### config.mk
export PLATFORM = sky130hd
export DESIGN_NAME = smsc_top
export DESIGN_NICKNAME = d
export VERILOG_FILES = /design/src/core/smsc_pkg.sv /design/src/core/smsc_top.sv
export SDC_FILE = /design/constraint.sdc
export NUM_CORES = 1
export LEC_CHECK = 0
export ABC_AREA = 1
export BUFFER_PORTS_ARGS = -buffer_cell sky130_fd_sc_hd__buf_2
export CAP_MARGIN = 20
export CORE_MARGIN = 3
export CORE_UTILIZATION = 45
export DETAILED_ROUTE_END_ITERATION = 7
export GPL_ROUTABILITY_DRIVEN = 0
export PLACE_DENSITY_LB_ADDON = 0.12
export SLEW_MARGIN = 10
export SYNTH_ARGS = -nofsm -noshare
export SYNTH_HDL_FRONTEND = slang
export SYNTH_SLANG_ARGS = --single-unit
### constraint.sdc
create_clock -name ref_clk_i -period 10.2 [get_ports ref_clk_i]
set_input_delay 1.02 -clock ref_clk_i [delete_from_list [all_inputs] [get_ports ref_clk_i]]
set_output_delay 1.02 -clock ref_clk_i [all_outputs]
set_load 0.005 [all_outputs]
### src/core/smsc_pkg.sv
package smsc_pkg;
    // clock and timing
    localparam int CLK_NS = 10;
    localparam int CLK_HZ = 1_000_000_000 / CLK_NS;
    localparam int RST_PULSE_MIN_NS = 1500;
    localparam int RST_PULSE_MAX_NS = 8000;
    localparam int SLEEP_ENTRY_NS = 40000;
    localparam int RST_PULSE_MIN_CYC = (RST_PULSE_MIN_NS + CLK_NS - 1) / CLK_NS;
    localparam int RST_PULSE_MAX_CYC = RST_PULSE_MAX_NS / CLK_NS;
    localparam int SLEEP_ENTRY_CYC = (SLEEP_ENTRY_NS + CLK_NS - 1) / CLK_NS;
    localparam logic [27:0] STEP_ACC_WRAP = 28'(CLK_HZ);

    // serial word layout: register index on top, data below
    localparam int WORD_BITS = 16;
    localparam int SER_IDX_LSB = 12;

    // register indices, byte address is index times four
    localparam logic [3:0] REG_CFG = 4'h0;
    localparam logic [3:0] REG_STEP = 4'h1;
    localparam logic [3:0] REG_ACC = 4'h2;
    localparam logic [3:0] REG_DEC = 4'h3;
    localparam logic [3:0] REG_SSR = 4'h4;
    localparam logic [3:0] REG_RSR = 4'h5;
    localparam logic [3:0] REG_DIR = 4'h6;
    localparam logic [3:0] REG_NSM = 4'h7;
    localparam logic [3:0] REG_NSL = 4'h8;
    localparam logic [3:0] REG_DIRECTION_READBACK = 4'hD;
    localparam logic [3:0] REG_STAT = 4'hE;

    // field positions
    localparam int CFG_MODE_LSB = 0;
    localparam int CFG_DIAGNOSTIC_OUT_LSB = 3;
    localparam int DIRECTION_READBACK_BIT = 0;
    localparam int FAULT_BIT = 1;

    typedef enum logic [2:0] {
        SMSC_MS_FULL, SMSC_MS_HALF, SMSC_MS_QUARTER, SMSC_MS_EIGHTH,
        SMSC_MS_SIXTEENTH, SMSC_MS_FULL_SINGLE
    } smsc_mode_t;
    typedef enum logic [1:0] {
        SMSC_DIAGNOSTIC_OUT_FAULT, SMSC_DIAGNOSTIC_OUT_BUSY, SMSC_DIAGNOSTIC_OUT_DIR, SMSC_DIAGNOSTIC_OUT_STEP
    } smsc_diagnostic_out_t;
    typedef enum logic [1:0] {
        SMSC_SEQ_IDLE, SMSC_SEQ_CALC, SMSC_SEQ_RUN
    } smsc_seq_t;

    // reset values
    localparam smsc_mode_t MODE_RST = SMSC_MS_HALF;
    localparam smsc_diagnostic_out_t DIAGNOSTIC_OUT_RST = SMSC_DIAGNOSTIC_OUT_FAULT;
    localparam logic [5:0] ANGLE_HOME = 6'h08;
    localparam logic [5:0] ANGLE_HOME_SINGLE = 6'h00;

    typedef struct packed {
        logic [5:0] accel;
        logic [5:0] decel;
        logic [5:0] start;
        logic [5:0] run;
        logic dir;
        logic [15:0] count;
    } smsc_prof_t;

    typedef struct packed {
        logic sck;
        logic serial_data_in;
        logic serial_strobe_n;
        logic step;
        logic dir;
        logic rstn;
    } smsc_pins_t;

    typedef struct packed {
        smsc_pins_t sync1;
        smsc_pins_t sync2;
        smsc_pins_t prev;
        logic [15:0] rx_sh;
        logic [4:0] rx_cnt;
        logic [15:0] tx_sh;
        logic serial_data_out;
        logic sdo_oe_n;
        smsc_mode_t mode;
        smsc_diagnostic_out_t diagnostic_out_sel;
        smsc_prof_t shadow;
        smsc_prof_t act;
        logic [5:0] angle;
        logic direction_readback;
        logic op_dir;
        logic fault;
        logic sleep;
        logic [11:0] rst_cnt;
        smsc_seq_t seq;
        logic [15:0] remain;
        logic [15:0] dec_steps;
        logic [6:0] tmp;
        logic [6:0] rate;
        logic [27:0] accum;
        logic step_pulse;
        logic diagnostic_out;
        logic [31:0] prdata;
    } smsc_state_t;

    // microstep increment for pin-driven stepping
    function automatic logic [5:0] smsc_mode_inc(smsc_mode_t m);
        case (m)
            SMSC_MS_FULL: return 6'h10;
            SMSC_MS_FULL_SINGLE: return 6'h10;
            SMSC_MS_HALF: return 6'h08;
            SMSC_MS_QUARTER: return 6'h04;
            SMSC_MS_EIGHTH: return 6'h02;
            default: return 6'h01;
        endcase
    endfunction

    function automatic logic [5:0] smsc_home(smsc_mode_t m);
        return (m == SMSC_MS_FULL_SINGLE) ? ANGLE_HOME_SINGLE : ANGLE_HOME;
    endfunction

    function automatic smsc_state_t smsc_state_rst();
        smsc_state_t s;
        s = '0;
        s.sync1.serial_strobe_n = 1'b1;
        s.sync2.serial_strobe_n = 1'b1;
        s.prev.serial_strobe_n = 1'b1;
        s.sync1.rstn = 1'b1;
        s.sync2.rstn = 1'b1;
        s.prev.rstn = 1'b1;
        s.sync1.sck = 1'b1;
        s.sync2.sck = 1'b1;
        s.prev.sck = 1'b1;
        s.sdo_oe_n = 1'b1;
        s.mode = MODE_RST;
        s.diagnostic_out_sel = DIAGNOSTIC_OUT_RST;
        s.angle = ANGLE_HOME;
        s.seq = SMSC_SEQ_IDLE;
        return s;
    endfunction

    localparam smsc_state_t STATE_RST = smsc_state_rst();
endpackage

### src/core/smsc_top.sv
`timescale 1ns/1ps
module smsc_top (
    input wire logic ref_clk_i,
    input wire logic rst_b_i,
    input wire logic serial_clk_i,
    input wire logic serial_data_in_i,
    input wire logic serial_strobe_n_i,
    output logic serial_data_out_o,
    output logic serial_data_out_oe_n_o,
    input wire logic step_i,
    input wire logic dir_i,
    input wire logic reset_sleep_n_i,
    input wire logic fault_event_i,
    output logic diagnostic_out_o,
    output logic sleep_o,
    output logic [5:0] step_angle_o,
    input wire logic psel,
    input wire logic penable,
    input wire logic pwrite,
    input wire logic [7:0] paddr,
    input wire logic [31:0] pwdata,
    output logic [31:0] prdata,
    output logic pready,
    output logic pslverr
);
    smsc_pkg::smsc_state_t s_q;
    smsc_pkg::smsc_state_t s_d;
    smsc_pkg::smsc_pins_t pins;
    logic serial_strobe_n_fall;
    logic serial_strobe_n_rise;
    logic sck_rise;
    logic sck_fall;
    logic step_rise;
    logic rstn_rise;
    logic apb_wr;
    logic [27:0] acc_n;
    logic seq_tick;
    logic [6:0] eff_start;

    // register read decode, used by the bus only; the serial status word is built separately
    function automatic logic [11:0] reg_rd(smsc_pkg::smsc_state_t s,
                                           logic [3:0] idx);
        logic [11:0] r;
        r = 12'h000;
        case (idx)
            smsc_pkg::REG_CFG: begin
                r[smsc_pkg::CFG_MODE_LSB +: 3] = s.mode;
                r[smsc_pkg::CFG_DIAGNOSTIC_OUT_LSB +: 2] = s.diagnostic_out_sel;
            end
            smsc_pkg::REG_ACC: r[5:0] = s.shadow.accel;
            smsc_pkg::REG_DEC: r[5:0] = s.shadow.decel;
            smsc_pkg::REG_SSR: r[5:0] = s.shadow.start;
            smsc_pkg::REG_RSR: r[5:0] = s.shadow.run;
            smsc_pkg::REG_DIR: r[0] = s.shadow.dir;
            smsc_pkg::REG_NSM: r[7:0] = s.shadow.count[15:8];
            smsc_pkg::REG_NSL: r[7:0] = s.shadow.count[7:0];
            smsc_pkg::REG_DIRECTION_READBACK: begin
                r[smsc_pkg::DIRECTION_READBACK_BIT] = s.direction_readback;
                r[smsc_pkg::FAULT_BIT] = s.fault;
            end
            smsc_pkg::REG_STAT: begin
                r[5:0] = s.angle;
                r[6] = s.sleep;
                r[7] = (s.seq != smsc_pkg::SMSC_SEQ_IDLE);
                r[8] = s.op_dir;
            end
            default: r = 12'h000;
        endcase
        return r;
    endfunction

    function automatic logic reg_mapped(logic [3:0] idx);
        return (idx <= smsc_pkg::REG_NSL) || (idx == smsc_pkg::REG_DIRECTION_READBACK) ||
               (idx == smsc_pkg::REG_STAT);
    endfunction

    // register write, shared by the serial port and the bus
    function automatic smsc_pkg::smsc_state_t reg_wr(
        smsc_pkg::smsc_state_t s, logic [3:0] idx, logic [11:0] v);
        logic [6:0] st;
        st = 7'h00;
        case (idx)
            smsc_pkg::REG_CFG: begin
                s.mode = smsc_pkg::smsc_mode_t'(v[smsc_pkg::CFG_MODE_LSB +: 3]);
                s.diagnostic_out_sel =
                    smsc_pkg::smsc_diagnostic_out_t'(v[smsc_pkg::CFG_DIAGNOSTIC_OUT_LSB +: 2]);
            end
            smsc_pkg::REG_STEP: begin
                // two's complement add wraps the angle both ways
                if (s.seq == smsc_pkg::SMSC_SEQ_IDLE && !s.sleep &&
                    v[5:0] != 6'h00) begin
                    s.angle = s.angle + v[5:0];
                    s.op_dir = ~v[5];
                    s.step_pulse = 1'b1;
                end
            end
            smsc_pkg::REG_ACC: s.shadow.accel = v[5:0];
            smsc_pkg::REG_DEC: s.shadow.decel = v[5:0];
            smsc_pkg::REG_SSR: s.shadow.start = v[5:0];
            smsc_pkg::REG_RSR: s.shadow.run = v[5:0];
            smsc_pkg::REG_DIR: s.shadow.dir = v[0];
            smsc_pkg::REG_NSM: s.shadow.count[15:8] = v[7:0];
            smsc_pkg::REG_NSL: begin
                s.shadow.count[7:0] = v[7:0];
                s.act = s.shadow;
                s.remain = s.shadow.count;
                st = (s.act.start == 6'h00) ? 7'h01 : {1'b0, s.act.start};
                if (s.shadow.count == 16'h0000 || s.sleep) begin
                    s.seq = smsc_pkg::SMSC_SEQ_IDLE;
                end else begin
                    // from standstill the first step runs at start rate
                    if (s.seq == smsc_pkg::SMSC_SEQ_IDLE) begin
                        s.rate = st;
                        s.accum = 28'h0000000;
                    end
                    s.tmp = ({1'b0, s.act.run} > st) ?
                            ({1'b0, s.act.run} - st) : 7'h00;
                    s.dec_steps = 16'h0000;
                    s.op_dir = s.act.dir;
                    s.seq = smsc_pkg::SMSC_SEQ_CALC;
                end
            end
            default: s = s;
        endcase
        return s;
    endfunction

    assign pins = '{sck: serial_clk_i, serial_data_in: serial_data_in_i,
                    serial_strobe_n: serial_strobe_n_i, step: step_i, dir: dir_i,
                    rstn: reset_sleep_n_i};

    // edges are found on the second synchroniser stage only
    assign serial_strobe_n_fall = s_q.prev.serial_strobe_n & ~s_q.sync2.serial_strobe_n;
    assign serial_strobe_n_rise = ~s_q.prev.serial_strobe_n & s_q.sync2.serial_strobe_n;
    assign sck_rise = ~s_q.prev.sck & s_q.sync2.sck;
    assign sck_fall = s_q.prev.sck & ~s_q.sync2.sck;
    assign step_rise = ~s_q.prev.step & s_q.sync2.step;
    assign rstn_rise = ~s_q.prev.rstn & s_q.sync2.rstn;
    assign apb_wr = psel & penable & pwrite;
    assign acc_n = s_q.accum + 28'({s_q.rate, 4'h0});
    assign seq_tick = (s_q.seq == smsc_pkg::SMSC_SEQ_RUN) &&
                      (acc_n >= smsc_pkg::STEP_ACC_WRAP);
    assign eff_start = (s_q.act.start == 6'h00) ? 7'h01 :
                       {1'b0, s_q.act.start};

    // next-state logic for the whole block
    always_comb begin
        logic clr;
        logic [15:0] rem_n;
        clr = 1'b0;
        rem_n = s_q.remain - 16'h0001;
        s_d = s_q;
        s_d.step_pulse = 1'b0;
        s_d.sync1 = pins;
        s_d.sync2 = s_q.sync1;
        s_d.prev = s_q.sync2;
        if (psel && !penable) begin
            s_d.prdata = {20'h00000, reg_rd(s_q, paddr[5:2])};
        end
        // reset pin: measure low time, sleep while held long, clear or wake on release
        if (!s_q.sync2.rstn) begin
            if (s_q.rst_cnt < 12'(smsc_pkg::SLEEP_ENTRY_CYC)) begin
                s_d.rst_cnt = s_q.rst_cnt + 12'h001;
            end else begin
                s_d.sleep = 1'b1;
            end
        end else if (rstn_rise) begin
            if (s_q.sleep) begin
                s_d.angle = smsc_pkg::smsc_home(s_q.mode);
                s_d.seq = smsc_pkg::SMSC_SEQ_IDLE;
            end else if (s_q.rst_cnt >= 12'(smsc_pkg::RST_PULSE_MIN_CYC) &&
                         s_q.rst_cnt <= 12'(smsc_pkg::RST_PULSE_MAX_CYC)) begin
                clr = 1'b1;
            end
            s_d.rst_cnt = 12'h000;
            s_d.sleep = 1'b0;
        end
        // a new fault in the clearing cycle is kept
        s_d.fault = fault_event_i | (s_q.fault & ~clr);
        // serial frame
        if (serial_strobe_n_fall) begin
            s_d.rx_cnt = 5'h00;
            s_d.sdo_oe_n = 1'b0;
            s_d.serial_data_out = s_q.fault;
            s_d.tx_sh = {s_q.op_dir, s_q.seq != smsc_pkg::SMSC_SEQ_IDLE,
                         s_q.sleep, s_q.angle, 7'h00};
            s_d.direction_readback = s_q.op_dir;
        end else if (!s_q.sync2.serial_strobe_n) begin
            if (sck_rise) begin
                s_d.rx_sh = {s_q.rx_sh[14:0], s_q.sync2.serial_data_in};
                if (s_q.rx_cnt <= 5'(smsc_pkg::WORD_BITS)) begin
                    s_d.rx_cnt = s_q.rx_cnt + 5'h01;
                end
            end
            if (sck_fall) begin
                s_d.serial_data_out = s_q.tx_sh[15];
                s_d.tx_sh = {s_q.tx_sh[14:0], 1'b0};
            end
        end
        if (serial_strobe_n_rise) begin
            s_d.sdo_oe_n = 1'b1;
            s_d.serial_data_out = 1'b0;
        end
        // pin-driven stepping, only while no sequence runs
        if (step_rise && s_q.seq == smsc_pkg::SMSC_SEQ_IDLE &&
            !s_q.sleep) begin
            s_d.angle = s_q.sync2.dir ?
                        s_q.angle + smsc_pkg::smsc_mode_inc(s_q.mode) :
                        s_q.angle - smsc_pkg::smsc_mode_inc(s_q.mode);
            s_d.op_dir = s_q.sync2.dir;
            s_d.step_pulse = 1'b1;
        end
        // programmed sequence
        case (s_q.seq)
            smsc_pkg::SMSC_SEQ_IDLE: s_d.accum = s_q.accum;
            smsc_pkg::SMSC_SEQ_CALC: begin
                // count steps needed to slow from run to start rate
                if (s_q.act.decel == 6'h00 || s_q.tmp == 7'h00) begin
                    s_d.seq = smsc_pkg::SMSC_SEQ_RUN;
                end else if (s_q.tmp > {1'b0, s_q.act.decel}) begin
                    s_d.tmp = s_q.tmp - {1'b0, s_q.act.decel};
                    s_d.dec_steps = s_q.dec_steps + 16'h0001;
                end else begin
                    s_d.tmp = 7'h00;
                    s_d.dec_steps = s_q.dec_steps + 16'h0001;
                end
            end
            smsc_pkg::SMSC_SEQ_RUN: begin
                if (seq_tick) begin
                    // one sixteenth per tick keeps travel resolution-free
                    s_d.accum = acc_n - smsc_pkg::STEP_ACC_WRAP;
                    s_d.angle = s_q.act.dir ? s_q.angle + 6'h01 :
                                s_q.angle - 6'h01;
                    s_d.op_dir = s_q.act.dir;
                    s_d.step_pulse = 1'b1;
                    s_d.remain = rem_n;
                    if (rem_n == 16'h0000) begin
                        s_d.seq = smsc_pkg::SMSC_SEQ_IDLE;
                        s_d.accum = 28'h0000000;
                    end else if (rem_n <= s_q.dec_steps) begin
                        s_d.rate = (s_q.rate > eff_start +
                                    {1'b0, s_q.act.decel}) ?
                                   s_q.rate - {1'b0, s_q.act.decel} :
                                   eff_start;
                    end else if (s_q.rate < {1'b0, s_q.act.run}) begin
                        s_d.rate = (s_q.rate + {1'b0, s_q.act.accel} >
                                    {1'b0, s_q.act.run}) ?
                                   {1'b0, s_q.act.run} :
                                   s_q.rate + {1'b0, s_q.act.accel};
                    end
                end else begin
                    s_d.accum = acc_n;
                end
            end
            default: s_d.seq = smsc_pkg::SMSC_SEQ_IDLE;
        endcase
        // register writes after motion so a restart takes priority
        if (apb_wr && paddr[7:6] == 2'h0 && reg_mapped(paddr[5:2])) begin
            s_d = reg_wr(s_d, paddr[5:2], pwdata[11:0]);
        end
        if (serial_strobe_n_rise && s_q.rx_cnt == 5'(smsc_pkg::WORD_BITS)) begin
            s_d = reg_wr(s_d, s_q.rx_sh[15:smsc_pkg::SER_IDX_LSB],
                         s_q.rx_sh[11:0]);
        end
        // diagnostic output source
        case (s_d.diagnostic_out_sel)
            smsc_pkg::SMSC_DIAGNOSTIC_OUT_FAULT: s_d.diagnostic_out = s_d.fault;
            smsc_pkg::SMSC_DIAGNOSTIC_OUT_BUSY:
                s_d.diagnostic_out = (s_d.seq != smsc_pkg::SMSC_SEQ_IDLE);
            smsc_pkg::SMSC_DIAGNOSTIC_OUT_DIR: s_d.diagnostic_out = s_d.op_dir;
            smsc_pkg::SMSC_DIAGNOSTIC_OUT_STEP: s_d.diagnostic_out = s_d.step_pulse;
            default: s_d.diagnostic_out = s_d.fault;
        endcase
    end

    // state register
    always_ff @(posedge ref_clk_i or negedge rst_b_i) begin
        if (!rst_b_i) begin
            s_q <= smsc_pkg::STATE_RST;
        end else begin
            s_q <= s_d;
        end
    end

    // outputs
    assign serial_data_out_o = s_q.serial_data_out;
    assign serial_data_out_oe_n_o = s_q.sdo_oe_n;
    assign diagnostic_out_o = s_q.diagnostic_out;
    assign sleep_o = s_q.sleep;
    assign step_angle_o = s_q.angle;
    assign prdata = s_q.prdata;
    assign pready = psel & penable;
    assign pslverr = psel & penable &
                     (paddr[7:6] != 2'h0 || !reg_mapped(paddr[5:2]));
endmodule

==> After elaboration in Yosys (flattened, before gate mapping) <==
Cells that the tools add are included.
{ "totals": {"regBits": 273, "out_inout_bits": 44, "input_bits": 52, "wordCells": 281} }
{ "op_classes": {"n_reduce_logical": 45, "n_addsub": 18, "magnitude_cmp": 13, "muxes": 108, "n_bitwise": 20, "n_eq_ne": 28} }
{ "ops": {"columns": ["op", "n"], "rows": [
  ["$mux W219", 2],
  ["$mux W76", 2],
  ["$mux W6", 24],
  ["$mux W58", 2],
  ["$mux W49", 2],
  ["$mux W28", 3],
  ["$mux W35", 2],
  ["$mux W7", 10],
  ["$logic_not A16 Y1", 3],
  ["$mux W23", 2],
  ["$mux W38", 1],
  ["$eq A4 B3 Y1 const B", 8],
  ["$mux W16", 2],
  ["$mux W32", 1],
  ["$mux W15", 2],
  ["$add A28 B11 Y28", 1],
  ["$ge A28 B27 Y1 const B", 1],
  ["$sub A28 B27 Y28 const B", 1],
  ["$mux W1", 26],
  ["$logic_not A6 Y1", 4],
  ["$pmux W3 S8", 1],
  ["$mux W22", 1],
  ["$mux W21", 1],
  ["$pmux W5 S4", 1],
  ["58 further kinds", 129]
]} }

==> Longest topological paths before layout <==
{ "logic_depth": {"word_depth": 23, "mapped_depth": 38, "mapped_depth_nobuf": 37} }

==> Worst setup path after synthesis <==
Ideal clock, no wire load.
{ "synth_timing": {"path_type": "flip-flop to flip-flop", "start": "reg s_q[62] in the netlist's numbering", "end": "reg s_q, in the netlist step_angle_o[5]", "setup_time_ps": 126, "path_slack_ps": 4926, "period_less_slack_ps": 5274, "path_stages_with_launch": 38, "arrival_ps": 5148, "required_ps": 10074, "n_path_buf": 1, "cell_sequence": "dfrtp_1 -> ha_1 -> inv_1 -> fa_1 -> inv_1 -> nand2_1 -> nand2_1 -> and2_1 -> xor2_1 -> ha_1 -> nand3b_1 -> nor2_1 -> nand2_1 -> nor2_1 -> nand3_1 -> nor2_1 -> nand3_1 -> nor2_1 -> (+2 left out) -> nand2_1 -> buf_6 -> o211ai_1 -> o21ai_1 -> ha_1 -> fa_1 -> xor2_1 -> nand2_1 -> o21ai_1 -> ha_1 -> nand2_1 -> nor2_1 -> a211oi_1 -> o21bai_1 -> a21oi_1 -> xor2_1 -> nor2_2 -> xor2_1"} }
{ "synth_lines": {"columns": ["element", "line_no", "rtl"], "rows": [
  ["start, declared", "smsc_top.sv:26", "smsc_pkg::smsc_state_t s_q;"],
  ["start signal, assigned", "smsc_top.sv:279", "s_q <= smsc_pkg::STATE_RST;"]
]} }

==> results.yml <==
cts:
  htree_levels: 1
  tritoncts: "yes"
  postCtsSetupRepairBufs: 0
  clk_pin_slew_worst_paths_ns: 0.06
  clockBufferDepth: 3
  post_cts_resized: 0
  clkSinkCount: 233
  root_buffer: "clkbuf_16"
  ctsHoldBuffers: 0
  numCtsBuffers: 28
  clk_latency_ns: 0.59
sta:
  rsz0062_at_grt: "no"
  whs_ns: 0.349
  hold_viol: 0
  timing.final.max_slew_violations: 0
  tightest_slew_ns: 0.999
  max_freq_mhz: 153
  fin_crit_sh_pct: 64.1
  fin_crit_ns: 6.53
  slew_headroom_pct: 33.3
  tns_ns: 0
  setup_violations: 0
  fin_skew_ns: 0.0532
final_layout:
  fin_nets: 2533
  stdcell_count: 2889
  n_antenna_cell: 0
  syn2layout_area_growth_pct: 8.39
  drive_gt1_share_pct: 8.47
floorplanning:
  design.core.area_mm2: 0.0371
  die_x_um: 201
  io_pins: 96
  initial_core_util_pct: 46.2
  die_area_mm2: 0.0405
  rows: 70
  die_y_um: 201
min_path:
  min_to: "s_q[266]"
  hold_path.class: "reg2reg"
  hold_start: "s_q[272]"
  hold_depth: 0
yosys:
  synth_edf_count: 0
  synth_area_leaders: "dfrtp_1 32%, nand2_1 11%, ha_1 7.8%, inv_1 7.2%, o21ai_0 6.7%"
  synth.ff_latch_count: 233
  synth_top_cell_area_share_pct: 32.2
  synthMuxAreaShare_pct: 0.525
  synth.distinct_cells: 66
  synthSimpleGateAreaFrac_pct: 25.4
  synth_xor_area_share_pct: 3.61
  ys_warn_count: 0
  synthesis.area_mm2: 0.0172
  async_flop_share_pct: 100
  avgSynthCellArea_um2: 7.31
  yosysSeqAreaShare_pct: 34.0
  ys.flop_type: "dfrtp_1"
  synthAdderAreaFrac_pct: 9.08
  yosys.area.top_type: "dfrtp_1"
  synthCells: 2349
  synth_top_family_by_area: "simple AND/OR/NAND/NOR gates"
  synth_compound_area_share_pct: 16.4
run_status:
  status: "finished, final reports clean"
setup_path:
  worstSetupStartpointType: "flop"
  critPathMaxFanout: 31
  rr_worst_depth: 36
  r2r-end: "step_angle_o[5]"
  required_ns: 10.67
  critPathCaptureType: "flop"
  r2r_start: "s_q[63]"
  rrSetupSlack_ns: 3.67
  cp_slowest_cell: "dfrtp_1"
  cpMostUsedCell: "nand2_1"
  worstPathArrival_ns: 7.01
  slowest_delay_ns: 0.62
  criticalPathCategory: "reg2reg"
pwr:
  peakVddDrop_uv: 137
  cellLeakagePower_uw: 0.00921
  total_power_uw: 4670
  power_density_mw_per_mm2: 251
drt:
  dr.pass1.iters: 5
  drc: 0
  wl_mm: 50.4
  avgRoutedWirePerCell_um: 17.5
  drtIter0Drc: 1229
  ant_nets: 0
  via_per_inst: 5.42
  via_count: 15700
grt:
  grt_usage_pct: 24.5
  grt_pass1_vias: 14900
  antenna_found_initial: 0
  grt_pass1_wl_mm: 80.4
  overflow: 0
  grt_max_degree: 98
placed_design:
  port_buffers: 46
  dp_hpwl_mm: 38.1
  dp.cells: 2837
flow_run:
  drv_cap: 0
[synthesized netlist by cell type, drive strengths merged (12+ instances only)]
| master | count |
|---|---|
| nand2 | 530 |
| nor3 | 32 |
| dfstp | 12 |
| inv | 342 |
| xor2 | 55 |
| xnor2 | 14 |
| o211ai | 42 |
| nand4 | 31 |
| dfrtp | 221 |
| nor2 | 240 |
| nor4 | 15 |
| o22ai | 22 |
| nand3 | 118 |
| a22oi | 13 |
| o21ai | 244 |
| clkbuf | 38 |
| buf | 56 |
| a21oi | 107 |
| ha | 107 |
[critical path, delay by kind of cell, from the launching register on]
kind / cells / cell delay [ns]
XOR/XNOR: 4 / 0.79
AO/OA/AOI/OAI: 6 / 0.92
buffers and inverters: 3 / 0.65
AND/OR/NAND/NOR: 18 / 1.81
adder cells (fa/ha/maj): 5 / 1.62
flip-flops: 1 / 0.62
[registers in the layout, summed over array words and instances, names as in the netlist]
| register | cells |
|---|---|
| diagnostic_out_o | 1 |
| s_q | 214 |
| sleep_o | 1 |
| serial_data_out_oe_n_o | 1 |
| prdata | 9 |
| step_angle_o | 6 |
| serial_data_out_o | 1 |
[layer usage]
layer,GRT usage [%],wire [um],up-vias
met4,7.82,1720,0
met3,2.83,2670,92
li1,-,-,7719
met5,0,0,-
met2,40.1,23200,448
met1,34.2,22800,7401
[power by group]
part	switching (uW)	leakage, uW	internal (uW)
sequential	244	0.00258	1120
clock	412	0.000463	629
combinational	1450	0.00616	816
total	2100	0.00921	2560
[cells in the final DEF (no fill, tap or decap), types with 7 or more instances in the layout]
master / instances
inv_2: 10
buf_2: 45
buf_4: 10
conb_1: 23
nor4_1: 15
ha_1: 107
nand2_1: 503
mux2_2: 8
a22oi_1: 13
nor3_1: 29
dfstp_2: 12
o21ai_0: 229
nand4_1: 29
o21ai_1: 14
dfrtp_1: 221
o221ai_1: 7
clkbuf_1: 11
o211ai_1: 42
nand3_1: 111
inv_1: 330
xnor2_1: 14
a21oi_1: 107
nand2_2: 19
fa_1: 11
nor2_1: 216
nor2_2: 17
clkbuf_16: 28
nand3b_1: 8
o22ai_1: 22
xor2_1: 53
nand2_4: 8
[worst max-delay path by stage]
stage / start / cells past startpoint / slack, ns / end
detailed placement: s_q[63] / 36 / 3.66 / step_angle_o[5]
global placement: s_q[63] / 36 / 3.68 / step_angle_o[5]
floorplan: s_q[62] / 37 / 4.93 / step_angle_o[5]
CTS: s_q[63] / 36 / 3.69 / step_angle_o[5]
global route: s_q[63] / 36 / 3.10 / step_angle_o[5]
finish: s_q[63] / 36 / 3.67 / step_angle_o[5]
[logic make-up after synthesis]
family / count (synthesis)
and+or+nand+nor: 988
AOI/OAI and AO/OA: 492
buffers and inverters: 440
DFF: 233
adders and majority gates: 118
xor gates and xnor gates: 69
muxes: 8
other: 1
[final cells by class]
cell class                 count  area, um2
clock buffer                  45        825
clock inverter                 7        138
fill                        3743      18500
sequential                   233       5850
multi-input combinational   1698       9550
timing repair buffer          56        315
inverter                     346       1310
tap                          504        631
[through the flow]
step	instance area, um2	setup slack, ns	util, %
after floorplan	17300	4.93	-
after global placement	17600	3.68	47.5
after detailed placement	17600	3.66	47.5
after CTS	18600	3.69	50.1
after global routing	18600	3.10	50.1
final	18600	3.67	50.1
Note: power is estimated with default switching activity, not from simulation.
